==> src/hdl/capacity_alarm_pkg.sv <==
// Constants for the capacity alarm block: register map, reset values, counts.
// Assumes an AHB-Lite slave with 32-bit data and one aligned word per register.
package capacity_alarm_pkg;
   // Register byte offsets
   localparam logic [7:0] ctrl_off = 8'h00;
   localparam logic [7:0] low_set_off = 8'h04;
   localparam logic [7:0] final_set_off = 8'h08;
   localparam logic [7:0] final_clear_off = 8'h0C;
   localparam logic [7:0] charge_off = 8'h10;
   localparam logic [7:0] status_off = 8'h14;
   localparam logic [7:0] load_off = 8'h18;
   // Field positions
   localparam int ctrl_run_bit = 0;
   localparam int status_low_bit = 0;
   localparam int status_final_bit = 1;
   localparam int status_dir_bit = 2;
   // Reset values, mAh
   localparam logic [15:0] low_set_rst = 16'h0096;
   localparam logic [15:0] final_set_rst = 16'h004B;
   localparam logic [15:0] final_clear_rst = 16'h0064;
   localparam logic [15:0] charge_rst = 16'h0000;
   // Value that disables the final warning (minus one)
   localparam logic [15:0] final_disable = 16'hFFFF;
   // Sense samples accumulated per mAh step; hclk cycles per sample at reset
   localparam int samples_per_mah = 16;
   localparam logic [31:0] sample_div_rst = 32'h0000_0100;
endpackage

==> src/hdl/capacity_alarm_flags.sv <==
// Capacity alarm block: charge integration, threshold flags, AHB-Lite registers.
// Assumes one AHB-Lite master doing single word transfers; sense pins are asynchronous.
//
// The implementer's own choices: the address map and the AHB-Lite interface to the registers.
`timescale 1ns/1ns
module capacity_alarm_flags (
   input wire logic hclk,
   input wire logic hresetn,
   input wire logic hsel,
   input wire logic [31:0] haddr,
   input wire logic [1:0] htrans,
   input wire logic hwrite,
   input wire logic [2:0] hsize,
   input wire logic [31:0] hwdata,
   input wire logic hready,
   output logic [31:0] hrdata,
   output logic hreadyout,
   output logic hresp,
   input wire logic sense_positive_input,
   input wire logic sense_negative_input,
   output logic low_capacity_flag,
   output logic final_capacity_flag
);
   typedef struct packed {
      logic run;
      logic [15:0] low_capacity_set_level;
      logic [15:0] final_capacity_set_level;
      logic [15:0] final_capacity_clear_level;
      logic [15:0] remaining_charge_value;
      logic [31:0] sample_div;
      logic [31:0] div_cnt;
      logic sample_en;
      logic low_flag;
      logic final_flag;
      logic dir_charge;
      logic update;
      logic wr_pend;
      logic [7:0] wr_addr;
      logic [31:0] rdata;
   } state_t;
   state_t st_reg, st_next;

   logic pos_sync;
   logic neg_sync;
   logic step_up;
   logic step_down;
   logic access;
   logic [7:0] addr_lo;

   // Sense pins enter the clock domain through two flops each
   sync2 u_sync_pos (
      .hclk(hclk),
      .hresetn(hresetn),
      .d(sense_positive_input),
      .q(pos_sync)
   );
   sync2 u_sync_neg (
      .hclk(hclk),
      .hresetn(hresetn),
      .d(sense_negative_input),
      .q(neg_sync)
   );

   // Positive side high means charge current, negative side high means discharge
   charge_counter u_counter (
      .hclk(hclk),
      .hresetn(hresetn),
      .sample_en(st_reg.sample_en),
      .charging(pos_sync),
      .discharging(neg_sync),
      .step_up(step_up),
      .step_down(step_down)
   );

   // Address phase qualifier
   assign access = hsel && hready && htrans[1];
   assign addr_lo = haddr[7:0];

   // Next-state logic for bus, divider, charge value and flags
   always_comb begin
      st_next = st_reg;
      st_next.sample_en = 1'b0;
      st_next.update = 1'b0;
      // Sample divider
      if (st_reg.run) begin
         if (st_reg.div_cnt >= st_reg.sample_div - 32'h0000_0001) begin
            st_next.div_cnt = 32'h0000_0000;
            st_next.sample_en = 1'b1;
         end else begin
            st_next.div_cnt = st_reg.div_cnt + 32'h0000_0001;
         end
      end
      // Charge integration
      if (step_up && st_reg.remaining_charge_value != 16'hFFFF) begin
         st_next.remaining_charge_value = st_reg.remaining_charge_value + 16'h0001;
         st_next.dir_charge = 1'b1;
         st_next.update = 1'b1;
      end else if (step_down && st_reg.remaining_charge_value != 16'h0000) begin
         st_next.remaining_charge_value = st_reg.remaining_charge_value - 16'h0001;
         st_next.dir_charge = 1'b0;
         st_next.update = 1'b1;
      end
      // Threshold checks on each updated value
      if (st_reg.update) begin
         if (st_reg.remaining_charge_value < st_reg.low_capacity_set_level) begin
            st_next.low_flag = 1'b1;
         end else if (st_reg.remaining_charge_value > st_reg.low_capacity_set_level) begin
            st_next.low_flag = 1'b0;
         end
         if (st_reg.final_flag &&
             st_reg.remaining_charge_value > st_reg.final_capacity_clear_level) begin
            st_next.final_flag = 1'b0;
         end else if (st_reg.final_capacity_set_level != capacity_alarm_pkg::final_disable &&
                      st_reg.remaining_charge_value < st_reg.final_capacity_set_level) begin
            st_next.final_flag = 1'b1;
         end
      end
      // Write data phase
      if (st_reg.wr_pend) begin
         st_next.wr_pend = 1'b0;
         case (st_reg.wr_addr)
            capacity_alarm_pkg::ctrl_off: begin
               st_next.run = hwdata[capacity_alarm_pkg::ctrl_run_bit];
            end
            capacity_alarm_pkg::low_set_off: begin
               st_next.low_capacity_set_level = hwdata[15:0];
            end
            capacity_alarm_pkg::final_set_off: begin
               st_next.final_capacity_set_level = hwdata[15:0];
            end
            capacity_alarm_pkg::final_clear_off: begin
               st_next.final_capacity_clear_level = hwdata[15:0];
            end
            capacity_alarm_pkg::charge_off: begin
               // Load from software re-runs the checks
               st_next.remaining_charge_value = hwdata[15:0];
               st_next.update = 1'b1;
            end
            capacity_alarm_pkg::load_off: begin
               st_next.sample_div = (hwdata == 32'h0000_0000) ? 32'h0000_0001 : hwdata;
            end
            default: begin
            end
         endcase
      end
      // Address phase: capture write, prepare read data
      if (access) begin
         st_next.rdata = 32'h0000_0000;
         if (hwrite) begin
            st_next.wr_pend = 1'b1;
            st_next.wr_addr = addr_lo;
         end else begin
            case (addr_lo)
               capacity_alarm_pkg::ctrl_off: begin
                  st_next.rdata[capacity_alarm_pkg::ctrl_run_bit] = st_reg.run;
               end
               capacity_alarm_pkg::low_set_off: begin
                  st_next.rdata[15:0] = st_reg.low_capacity_set_level;
               end
               capacity_alarm_pkg::final_set_off: begin
                  st_next.rdata[15:0] = st_reg.final_capacity_set_level;
               end
               capacity_alarm_pkg::final_clear_off: begin
                  st_next.rdata[15:0] = st_reg.final_capacity_clear_level;
               end
               capacity_alarm_pkg::charge_off: begin
                  st_next.rdata[15:0] = st_reg.remaining_charge_value;
               end
               capacity_alarm_pkg::status_off: begin
                  st_next.rdata[capacity_alarm_pkg::status_low_bit] = st_reg.low_flag;
                  st_next.rdata[capacity_alarm_pkg::status_final_bit] = st_reg.final_flag;
                  st_next.rdata[capacity_alarm_pkg::status_dir_bit] = st_reg.dir_charge;
               end
               capacity_alarm_pkg::load_off: begin
                  st_next.rdata = st_reg.sample_div;
               end
               default: begin
               end
            endcase
         end
      end
   end

   // State register; flags clear at reset
   always_ff @(posedge hclk or negedge hresetn) begin
      if (!hresetn) begin
         st_reg.run <= 1'b0;
         st_reg.low_capacity_set_level <= capacity_alarm_pkg::low_set_rst;
         st_reg.final_capacity_set_level <= capacity_alarm_pkg::final_set_rst;
         st_reg.final_capacity_clear_level <= capacity_alarm_pkg::final_clear_rst;
         st_reg.remaining_charge_value <= capacity_alarm_pkg::charge_rst;
         st_reg.sample_div <= capacity_alarm_pkg::sample_div_rst;
         st_reg.div_cnt <= 32'h0000_0000;
         st_reg.sample_en <= 1'b0;
         st_reg.low_flag <= 1'b0;
         st_reg.final_flag <= 1'b0;
         st_reg.dir_charge <= 1'b0;
         st_reg.update <= 1'b0;
         st_reg.wr_pend <= 1'b0;
         st_reg.wr_addr <= 8'h00;
         st_reg.rdata <= 32'h0000_0000;
      end else begin
         st_reg <= st_next;
      end
   end

   // Zero-wait-state slave, always OKAY
   assign hreadyout = 1'b1;
   assign hresp = 1'b0;
   assign hrdata = st_reg.rdata;
   assign low_capacity_flag = st_reg.low_flag;
   assign final_capacity_flag = st_reg.final_flag;
endmodule

==> src/hdl/sync2.sv <==
// Two-flop synchroniser for one level.
// Assumes a single clock hclk and async active-low reset.
`timescale 1ns/1ns
module sync2 (
   input wire logic hclk,
   input wire logic hresetn,
   input wire logic d,
   output logic q
);
   logic meta_reg;
   // First flop feeds only the second
   always_ff @(posedge hclk or negedge hresetn) begin
      if (!hresetn) begin
         meta_reg <= 1'b0;
         q <= 1'b0;
      end else begin
         meta_reg <= d;
         q <= meta_reg;
      end
   end
endmodule

==> src/hdl/charge_counter.sv <==
// Coulomb step counter: turns sense comparator pulses into mAh steps.
// Assumes synchronised direction inputs and a one-cycle sample enable.
`timescale 1ns/1ns
module charge_counter #(
   parameter int steps = capacity_alarm_pkg::samples_per_mah
) (
   input wire logic hclk,
   input wire logic hresetn,
   input wire logic sample_en,
   input wire logic charging,
   input wire logic discharging,
   output logic step_up,
   output logic step_down
);
   typedef struct packed {
      logic signed [7:0] acc;
      logic up;
      logic down;
   } cnt_t;
   cnt_t cnt_reg, cnt_next;
   localparam logic signed [7:0] lim = 8'(steps);
   // Integrate samples; emit a step each time the count reaches a full mAh
   always_comb begin
      cnt_next = cnt_reg;
      cnt_next.up = 1'b0;
      cnt_next.down = 1'b0;
      if (sample_en && charging && !discharging) begin
         if (cnt_reg.acc == lim - 8'sd1) begin
            cnt_next.acc = 8'sd0;
            cnt_next.up = 1'b1;
         end else begin
            cnt_next.acc = cnt_reg.acc + 8'sd1;
         end
      end else if (sample_en && discharging && !charging) begin
         if (cnt_reg.acc == -lim + 8'sd1) begin
            cnt_next.acc = 8'sd0;
            cnt_next.down = 1'b1;
         end else begin
            cnt_next.acc = cnt_reg.acc - 8'sd1;
         end
      end
   end
   always_ff @(posedge hclk or negedge hresetn) begin
      if (!hresetn) begin
         cnt_reg <= '0;
      end else begin
         cnt_reg <= cnt_next;
      end
   end
   assign step_up = cnt_reg.up;
   assign step_down = cnt_reg.down;
endmodule

==> config.mk <==
export PLATFORM = sky130hd
export DESIGN_NAME = capacity_alarm_flags
export DESIGN_NICKNAME = d
export VERILOG_FILES = /design/src/hdl/capacity_alarm_pkg.sv /design/src/hdl/capacity_alarm_flags.sv /design/src/hdl/sync2.sv /design/src/hdl/charge_counter.sv
export SDC_FILE = /design/constraint.sdc
export NUM_CORES = 1
export LEC_CHECK = 0
export BUFFER_PORTS_ARGS = -buffer_cell sky130_fd_sc_hd__buf_2
export CAP_MARGIN = 20
export CORE_MARGIN = 2
export CORE_UTILIZATION = 45
export DETAILED_ROUTE_END_ITERATION = 8
export PLACE_DENSITY = 0.66
export SLEW_MARGIN = 10
export SYNTH_ARGS = -nofsm -noshare
export SYNTH_HDL_FRONTEND = slang
export SYNTH_HIERARCHICAL = 1
export SYNTH_SLANG_ARGS = --single-unit
export TNS_END_PERCENT = 1
==> constraint.sdc <==
create_clock -name hclk -period 4.5 [get_ports hclk]
set_input_delay 0.675 -clock hclk [delete_from_list [all_inputs] [get_ports hclk]]
set_output_delay 0.675 -clock hclk [all_outputs]
set_load 0.05 [all_outputs]
Word-level counts from Yosys, hierarchy flattened
Index checks and enable logic that the tools add are counted.
{"block": "totals", "regBits": 189, "out_inout_bits": 36}
{"block": "classes", "n_addsub": 6, "n_lt_le_gt_ge": 5, "eq_ne": 15, "mux": 33, "n_reduce_logical": 28}
{"op": "32-bit two-way mux", "count": 4}
{"op": "13-bit one-hot mux with 5 select lines", "count": 1}
{"op": "16-bit two-way mux", "count": 4}
{"op": "8-bit by 5-bit equality test with 1-bit output, second input constant", "count": 7}
{"op": "48-bit two-way mux", "count": 1}
{"op": "41-bit two-way mux", "count": 1}
{"op": "32-bit by 1-bit adder with 32-bit output, second input constant", "count": 1}
{"op": "8-bit by 4-bit equality test with 1-bit output, second input constant", "count": 4}
{"op": "32-bit >= comparator", "count": 1}
{"op": "16-bit > comparator", "count": 2}
{"op": "32-bit zero test", "count": 1}
{"op": "16-bit less-than comparator", "count": 2}
{"op": "8-bit two-way mux", "count": 4}
{"op": "16-bit inequality test, second input constant", "count": 2}
{"op": "32-bit by 1-bit subtractor with 32-bit output, second input constant", "count": 1}
{"op": "16-bit by 1-bit adder with 16-bit output, second input constant", "count": 1}
{"op": "8-bit by 3-bit equality test with 1-bit output, second input constant", "count": 2}
{"op": "8-bit zero test", "count": 2}
{"op": "2-bit AND reduction", "count": 8}
{"op": "16-bit nonzero test", "count": 1}
{"op": "16-bit by 1-bit subtractor with 16-bit output, second input constant", "count": 1}
{"op": "1-bit two-way mux", "count": 12}
{"op": "2-bit one-hot mux with 6 select lines", "count": 1}
{"op": "1-bit logical AND", "count": 10}
{"op": "7 further kinds", "count": 13}

Longest topological paths before layout
Gate-level depths: netlist of run 1.
{"block": "depth", "depth_word": 8, "ltp_mapped": 16}

By module
The synthesis of run 1 kept the hierarchy.
{"mod": "capacity_alarm_flags", "instances": 1, "cells_per_inst": 1104, "area_per_inst_um2": 10669.0}
{"mod": "charge_counter", "instances": 1, "cells_per_inst": 90, "area_per_inst_um2": 759.5}
{"mod": "sync2", "instances": 2, "cells_per_inst": 2, "area_per_inst_um2": 50.0}

Worst setup path after synthesis of run 1
No wires, ideal clock.
{"block": "synth_path", "path_type": "register to register", "from": "register st_reg[95] in the netlist's numbering", "to": "register st_reg[58] in the netlist's numbering", "setup_time_ns": 0.132, "t_arrival_ns": 4.022, "setup_slack_ns": 0.346, "path_stages_with_launch": 17, "n_path_buf": 1, "path_cell_list": "dfrtp_1 > or4_4 > or4_4 > or4_4 > nor2_4 > inv_2 > or3_1 > xor2_1 > ha_1 > nand4_1 > nor2_1 > a221oi_1 > o211ai_1 > a21oi_1 > nor2_1 > clkbuf_1 > nor2_1"}
{"block": "synth_between", "elab_chain_len": 3}
{"element": "start: declaration", "line_no": "capacity_alarm_flags.sv:41", "rtl": "state_t st_reg, st_next;"}
{"element": "start signal: assignment", "line_no": "capacity_alarm_flags.sv:203", "rtl": "st_reg <= st_next;"}
{"element": "32-bit by 1-bit subtractor with 32-bit output", "line_no": "capacity_alarm_flags.sv:86", "rtl": "if (st_reg.div_cnt >= st_reg.sample_div - 32'h0000_0001) begin"}
{"element": "32-bit >= comparator", "line_no": "capacity_alarm_flags.sv:86"}
{"element": "32-bit two-way mux", "line_no": "capacity_alarm_flags.sv:86"}
Every way passes these cells.
A chain may end at the register's enable or synchronous reset.

Worst setup path after layout of run 1
{"block": "layout_path", "from": "register st_reg[95] in the netlist's numbering", "to": "register st_reg[59] in the netlist's numbering"}
Same word-level chain as after synthesis.

==> results.toml, run 1 <==
[worst_setup_path]
endpoint_kind = "register"
cp.arrival_ns = 4.48
crit_path_cell_trace = "or4_4 -> or4_4 -> or4_4 -> nor2_4 -> inv_2 -> or3_1 -> xor2_1 -> ha_1 -> nand4_1 -> nor2_1 -> a221oi_1 -> o211ai_1 -> a21oi_2 -> nor2_4 -> nor2_1"
crit_fanout = 28
critical_path_class = "reg2reg"
critPathLaunchType = "register"
max_stage_delay_ns = 0.54
crit_slowest_cell = "or4_4"
cp.required_ns = 4.81
timing.critical_path.mode_cell = "or4_4"

[cts]
cts_made_buffers = 17
hold_buffers = 0
htreeDepth = 4
cts-root-buf = "clkbuf_16"
clk_path_buf_depth = 2
tritoncts = "yes"
cts.sinks = 189
clock_latency_ns = 0.45
clk_pin_slew_ns = 0.08

[power]
seqPwrFrac_pct = 46.2
sw_frac_of_total_pct = 29.8
total_power_mw = 4.32
vdd_ir_drop_max_uv = 228
power.density_mw_per_mm2 = 338
p_int_mw = 3.03
power_switching_mw = 1.29
leakagePower_nw = 5.80
combPwrFrac_pct = 15.7
power_frac_clock_pct = 38.1

[logic_synthesis]
yosysSeqAreaShare_pct = 41.2
synth_nets = 1361
syn_area_per_cell_um2 = 9.62
yosys_warnings = 6
synth_area_mm2 = 0.0115
synthDistinctLibCells = 67
synth_cells = 1198
ys.flop_type = "dfrtp_1"
synthArstFlopShare_pct = 100
ys_seq_elements = 189
synth_edf_count = 0

[grt]
grtUsageMet3_pct = 4.75
grt_pass1_wl_mm = 47.2
grt_use_met2_pct = 35.0
use_met1_pct = 32.0
track_usage_pct = 22.7
overflow = 0
grt_start_max_net_pins = 104
top_usage_layer = "met2"
antenna_found_initial = 0
grt_pass1_vias = 8796

[finish]
seq_area_mm2 = 0.00474
layout.nets = 1404
multi_input_area_mm2 = 0.00610
diodes = 0
fill_cells = 2302
layout-area-overhead-vs-synth_pct = 10.7
largest_reg_flops = 141
final_util_pct = 50.7
drive_gt1_share_pct = 19.6

[route]
drc_errors = 0
avgViaCountPerCell = 5.75
vias = 9102
detail-route-antenna-nets = 0
wl_per_cell_um = 18.5
dr.pass1.iters = 6
drt_iter0_markers = 778
wirelength_mm = 29.3

[worst_hold_path]
hold_path.class = "in2async"

[die]
start_util_pct = 45.8
die_y_um = 164
dieArea_mm2 = 0.0269
fp-row-count = 58
die_x_um = 164
core_area_mm2 = 0.0252
ios = 112

[timing]
clock_skew_ns = 0.0205
fin_ws_ns = 0.324
finalSetupViolCount = 0
finalHoldViolations = 0
holdWs_ns = 0.316
finalCritPeriodShare_pct = 92.8
finalMaxSlewViolations = 0
slew_headroom_pct = 30.2
rsz0062_at_grt = "false"
min_period_ns = 4.18
tightestPinTransition_ns = 1.05
fmax_ghz = 0.239

[placement]
routabilityCongestion = 0.895
port_buffers = 81
place_ws_ns = -0.0494
dp_hpwl_mm = 21.7

[run_status]
outcome = "finished, final reports clean"

[flow_run]
drv_cap = 0
-- worst max-delay path: cells and delay by family (launching register included) --
family                     cells  cell delay [ns]
DFF                            1             0.39
adders and majority gates      1             0.31
xor gates and xnor gates       1             0.16
AOI/OAI and AO/OA              3             0.37
buffers and inverters          1             0.04
and+or+nand+nor                9             2.75
-- cells in the final DEF (no fill, tap or decap), types with 22 or more instances in the layout --
| cell type | netlist | layout |
|---|---|---|
| buf_2 | 5 | 80 |
| nor4_1 | 22 | 22 |
| nand2_1 | 103 | 103 |
| nand3_1 | 25 | 25 |
| inv_1 | 70 | 70 |
| nor3_1 | 28 | 27 |
| a21oi_1 | 54 | 53 |
| mux2_2 | 74 | 74 |
| xnor2_1 | 34 | 34 |
| o21ai_0 | 91 | 91 |
| dfrtp_1 | 177 | 177 |
| xor2_1 | 40 | 40 |
| nor2_1 | 71 | 70 |
| nand4_1 | 36 | 36 |
| ha_1 | 87 | 87 |
-- logic make-up (layout without fill, tap and decap cells) --
| group | Yosys count | after routing | share of synthesized area, % |
|---|---|---|---|
| other cells | 2 | 2 | 0.0651 |
| fa+ha+maj | 87 | 87 | 9.44 |
| mux | 88 | 88 | 8.44 |
| simple gates | 364 | 364 | 16.2 |
| xor+xnor | 74 | 74 | 5.62 |
| buf+inv | 151 | 207 | 6.14 |
| compound gates | 243 | 243 | 12.9 |
| flops | 189 | 189 | 41.2 |
-- path summary, 6_finish.rpt --
path                                           start                  end  slack (ns)  cells after the start
worst max-delay path                      st_reg[95]           st_reg[59]        0.32                     15
worst min-delay path                         hresetn           hrdata[29]        0.32                      1
worst max register to register            st_reg[95]           st_reg[59]        0.32                     15
worst min register to register   u_sync_neg/meta_reg         u_sync_neg/q        0.35                      0
max in group asynchronous                    hresetn          st_reg[131]        3.19                      2
min in group hclk               sense_negative_input  u_sync_neg/meta_reg        0.33                      1
-- cells in the mapped netlist (12+ instances only) --
cell / count / area, um2
a21oi_1: 54 / 270
a22o_1: 16 / 140
a22oi_1: 18 / 135
buf_4: 34 / 255
clkbuf_1: 39 / 146
dfrtp_1: 177 / 4430
dfstp_2: 12 / 315
ha_1: 87 / 1090
inv_1: 70 / 263
mux2_2: 74 / 833
mux2i_1: 14 / 140
nand2_1: 103 / 387
nand3_1: 25 / 125
nand4_1: 36 / 225
nor2_1: 71 / 267
nor3_1: 28 / 140
nor4_1: 22 / 138
o21ai_0: 91 / 455
xnor2_1: 34 / 298
xor2_1: 40 / 350
-- repair_timing --
action / in CTS / in global routing
gates resized for setup: 1 / 1
buffers inserted: 0 / 0
endpoints found under the setup margin: 27 / 2
-- per-stage QoR --
stage / instance area, um2 / instances / setup TNS (ns)
finish: 12800 / 1584 / 0
global route: 12800 / 1584 / 0
CTS: 12800 / 1584 / 0
detailed placement: 12100 / 1552 / -0.750
global placement: 12100 / 1551 / 0
floorplan: 11500 / 1198 / 0
-- per-layer routing --
| metal | wire length (um) | part of all wire [%] |
|---|---|---|
| met3 | 1890 | 6.5 |
| met5 | 0 | 0 |
| met2 | 13100 | 45 |
| met1 | 13600 | 47 |
| met4 | 633 | 2.2 |
-- cell type report --
type	count	area share, %
Clock buffer	18	3.44
Clock inverter	14	1.52
Inverter	71	2.09
Multi-Input combinational cell	858	47.8
Sequential cell	189	37.2
Tap cell	330	3.24
Timing Repair Buffer	104	4.73
-- power groups by stage --
| stage | clock [mW] | sequential (mW) | combinational [mW] |
|---|---|---|---|
| after floorplan | 0 | 1.95 | 0.478 |
| after global routing | 1.73 | 2.01 | 0.784 |
| final | 1.65 | 1.99 | 0.677 |
| after global placement | 0 | 2.02 | 0.649 |
| after detailed placement | 0 | 2.02 | 0.671 |
| after CTS | 1.67 | 1.99 | 0.677 |
No activity file was read; power rests on OpenSTA's default activity.
==> inputs of run 2 (changes only) <==
- CORE_MARGIN: 2 -> not set
- PLACE_DENSITY: 0.66 -> 0.63
==> results.toml, run 2 (synthesis results as in run 1) <==
[run_status]
outcome = "finished, final reports clean"

[worst_setup_path]
critPathLaunchType = "register"
ff2ff_setup_slack_ns = 0.34
critical_path_class = "reg2reg"
crit_fanout = 28
startpoint = "st_reg[95]"
cp.required_ns = 4.80
endpoint_kind = "register"
r2r_cells = 15
r2r_start = "st_reg[95]"
cp.arrival_ns = 4.47

[grt]
grt_pass1_vias = 8623
track_usage_pct = 23.2
grt_pass1_wl_mm = 47.5
antenna_found_initial = 1
overflow = 0
grt_start_max_net_pins = 123

[die]
die_y_um = 162
start_util_pct = 45.8
die_x_um = 162
ios = 112
dieArea_mm2 = 0.0263
core_area_mm2 = 0.0252
fp-row-count = 58

[timing]
fin_ws_ns = 0.335
slew_headroom_pct = 34.2
finalCritPeriodShare_pct = 92.5
tightestPinTransition_ns = 0.987
clock_skew_ns = 0.0173
finalMaxSlewViolations = 0
min_period_ns = 4.16
finalHoldViolations = 0
finalSetupViolCount = 0
fmax_ghz = 0.240
rsz0062_at_grt = "false"

[finish]
layout-area-overhead-vs-synth_pct = 10.3
layout.nets = 1404
largest_reg_flops = 141
drive_gt1_share_pct = 19.5
mostFrequentLayoutCells = "dfrtp_1 (177), nand2_1 (103), o21ai_0 (91), ha_1 (87), buf_2 (80)"
mostFrequentLayoutCell = "dfrtp_1"
diodes = 0
finalInstanceArea_mm2 = 0.0127

[cts]
htreeDepth = 4
clk_pin_slew_ns = 0.07
clock_latency_ns = 0.45
hold_buffers = 0
cts.sinks = 189
cts-root-buf = "clkbuf_16"
clk_path_buf_depth = 2
cts_made_buffers = 17
tritoncts = "yes"

[worst_hold_path]
hold_path.class = "in2reg"
min_from = "sense_positive_input"
holdPathStages = 1

[route]
wirelength_mm = 29.3
met3_length_mm = 1.17
dr.pass1.iters = 5
met1_length_mm = 14.2
wl_per_cell_um = 18.5
highest_layer = "met4"
drc_errors = 0
drt_iter0_markers = 723
wl_met2_mm = 13.4
avgViaCountPerCell = 5.68
vias = 9002
detail-route-antenna-nets = 0

[power]
leakagePower_nw = 5.78
power.density_mw_per_mm2 = 329
vdd_ir_drop_max_uv = 168

[flow_run]
drv_cap = 0

[placement]
routabilityCongestion = 0.876
dp_hpwl_mm = 21.7
port_buffers = 81
place_ws_ns = -0.102
post_dp_cell_area_mm2 = 0.0121
==> run 2: cell types whose count changed in the layout (fill, tap and decap cells not counted), sizes merged <==
cell | previous run | this run
bufinv | 3 | 1
clkbuf | 19 | 20
clkinv | 2 | 4
clkinvlp | 1 | 0
==> run 2: critical path, cell delays in order (launching register included) <==
cell	delay, ns
dfrtp_1	0.38
or4_4	0.54
or4_4	0.43
or4_4	0.46
nor2_4	0.11
inv_2	0.04
or3_1	0.31
xor2_1	0.15
ha_1	0.30
nand4_1	0.09
nor2_1	0.17
a221oi_1	0.11
o211ai_1	0.18
a21oi_2	0.10
nor2_4	0.54
nor2_1	0.11
==> run 2: per-stage QoR <==
stage               power [mW]  utilization, %  hold slack (ns)  std cells  setup TNS [ns]
finish                    4.19            50.5            0.335       1584               0
global placement          2.66            48.0            0.335       1550               0
global route              4.40            50.5            0.329       1584               0
floorplan                 2.43               -            0.331       1198               0
CTS                       4.22            50.4            0.323       1582               0
detailed placement        2.68            48.0            0.335       1550           -2.09
==> run 2: power by group <==
group | internal (mW) | switching (mW) | total [mW]
Combinational | 0.293 | 0.379 | 0.671
Clock | 0.792 | 0.737 | 1.53
Sequential | 1.82 | 0.167 | 1.99
==> run 2: worst paths after layout <==
check | end
worst max-delay path | st_reg[64]
min in group asynchronous | st_reg[75]
worst min-delay path | u_sync_pos/meta_reg
worst max register to register | st_reg[64]
max in group asynchronous | st_reg[162]
worst min register to register | u_sync_pos/q
==> run 2: area by class of cell <==
class                   count  area, um2
fillers                  2279      12500
repair buffers            104        611
clock inverters            13        148
flip-flops and latches    189       4740
well taps                 330        413
clock buffers              19        433
multi-input cells         858       6100
inverters                  71        267
==> run 2: repair_timing <==
item	4_1_cts	5_1_grt
buffers inserted	0	0
resized for setup	1	1
endpoints found under the setup margin	28	1
==> run 2: layer usage <==
| metal | global-route usage, % | up-vias |
|---|---|---|
| li1 | - | 4343 |
| met1 | 34.0 | 4411 |
| met2 | 36.3 | 211 |
| met3 | 2.58 | 37 |
| met4 | 6.35 | 0 |
| met5 | 0 | - |
==> inputs of run 3 (changes only) <==
- clock period: 4.5 -> 4 ns (I/O delays scaled with it)
==> results.toml, run 3 (synthesis results as in run 1) <==
[finish]
finalInstanceArea_mm2 = 0.0130
instances_no_fill = 1607
fill_cells = 2295
final_util_pct = 51.6
mostFrequentLayoutCell = "dfrtp_1"
largest_reg_flops = 141
drive_gt1_share_pct = 21.8
mostFrequentLayoutCells = "dfrtp_1 (177), nand2_1 (102), o21ai_0 (89), ha_1 (87), buf_2 (80)"
layout.nets = 1427
layout-area-overhead-vs-synth_pct = 12.6
diodes = 0

[route]
wirelength_mm = 29.8
drc_errors = 0
detail-route-antenna-nets = 0
avgViaCountPerCell = 5.74
wl_per_cell_um = 18.6
dr.pass1.iters = 5
drt_iter0_markers = 568
vias = 9225

[power]
sw_frac_of_total_pct = 30.8
power_frac_clock_pct = 37.8
vdd_ir_drop_max_uv = 252
power_switching_mw = 1.50
combPwrFrac_pct = 16.5
p_int_mw = 3.38
power.density_mw_per_mm2 = 376
leakagePower_nw = 5.88
seqPwrFrac_pct = 45.7

[timing]
fin_ws_ns = -0.0841
slew_headroom_pct = 32.2
rsz0062_at_grt = "true"
finalMaxSlewViolations = 0
finalSetupViolCount = 19
clock_skew_ns = 0.0160
fmax_ghz = 0.245
finalHoldViolations = 0
min_period_ns = 4.08
tightestPinTransition_ns = 1.01
finalCritPeriodShare_pct = 102

[run_status]
outcome = "complete, but fails checks"
violations = "setup timing"

[placement]
dp_hpwl_mm = 22.3
port_buffers = 81
routabilityCongestion = 0.900
post_dp_cell_area_mm2 = 0.0123
place_ws_ns = -0.445
dp_cells = 1572

[worst_setup_path]
cp.arrival_ns = 4.44
startpoint = "st_reg[94]"
critPathLaunchType = "register"
endpoint_kind = "register"
reg2reg_to = "st_reg[49]"
cp.required_ns = 4.36
crit_fanout = 5
r2r_cells = 16
ff2ff_setup_slack_ns = -0.08
critical_path_class = "reg2reg"
r2r_start = "st_reg[94]"

[grt]
overflow = 0
grt_pass1_vias = 8727
grt_pass1_wl_mm = 47.5
track_usage_pct = 23.4
grt_start_max_net_pins = 106
antenna_found_initial = 0

[cts]
cts.sinks = 189
clock_latency_ns = 0.44
clk_path_buf_depth = 2
cts_made_buffers = 17
cts-root-buf = "clkbuf_16"
tritoncts = "yes"
htreeDepth = 4
clk_pin_slew_ns = 0.08

[flow_run]
drv_cap = 0

[die]
ios = 112
die_y_um = 162
fp-row-count = 58
dieArea_mm2 = 0.0263
start_util_pct = 45.8
die_x_um = 162
core_area_mm2 = 0.0252

[worst_hold_path]
hold_path.class = "in2async"
[run 3: changes by cell type in the layout (fill, tap and decap cells not counted), sizes merged]
cell and delta:
nor2 +1, clkinv -1, bufinv +1, clkbuf -1, clkinvlp +1, buf +22
[run 3: cell type report]
cell class,count,area (um2),area share [%]
flip-flops and latches,189,4740,36.5
well taps,330,413,3.18
inverters,71,267,2.05
clock inverters,14,193,1.48
repair buffers,126,768,5.92
clock buffers,18,439,3.38
multi-input cells,859,6160,47.4
[run 3: how the worst max path moves through the flow]
stage,slack [ns],to,cells after the start
floorplan,-0.01,st_reg[68],16
detailed placement,-0.44,st_reg[74],15
CTS,-0.07,st_reg[49],16
finish,-0.08,st_reg[49],16
global route,-0.24,st_reg[55],16
global placement,-0.35,st_reg[76],15
[run 3: critical path: stages (launching register included)]
cell and delay, ns:
dfrtp_1 0.38, or4_4 0.53, or4_4 0.43, or4_4 0.55, nor2_4 0.12, inv_2 0.04
or3_1 0.31, xor2_1 0.16, ha_1 0.29, a21oi_1 0.15, nor2_1 0.06, a211oi_2 0.20
o211ai_1 0.14, a21oi_2 0.26, buf_6 0.18, nand2_4 0.06, o22ai_2 0.15
[run 3: repair_timing]
action	in CTS	in global routing
hold endpoints to repair	0	0
gates cloned	0	1
pin swaps	24	14
buffers inserted	0	2
endpoints found under the setup margin	32	33
resized for setup	3	13
hold buffers	0	0
[run 3: power groups by stage]
stage                     Combinational [mW]  Sequential, mW  Clock (mW)
after floorplan                        0.538            2.20           0
after global placement                 0.759            2.26           0
after detailed placement               0.780            2.26           0
after CTS                              0.788            2.23        1.87
after global routing                   0.914            2.25        1.95
final                                  0.807            2.23        1.84
[run 3: through the flow]
stage / power, mW / hold slack [ns] / TNS [ns]
after floorplan: 2.74 / 0.304 / -0.0959
after global placement: 3.02 / 0.334 / -9.76
after detailed placement: 3.05 / 0.335 / -12.09
after CTS: 4.88 / 0.244 / -0.587
after global routing: 5.12 / 0.246 / -6.13
final: 4.89 / 0.234 / -0.956
[run 3: routing by layer]
metal,wire length [um],global-route usage (%)
met4,592,6.82
met1,14400,33.4
met2,13500,36.8
met3,1280,3.14
met5,0,0
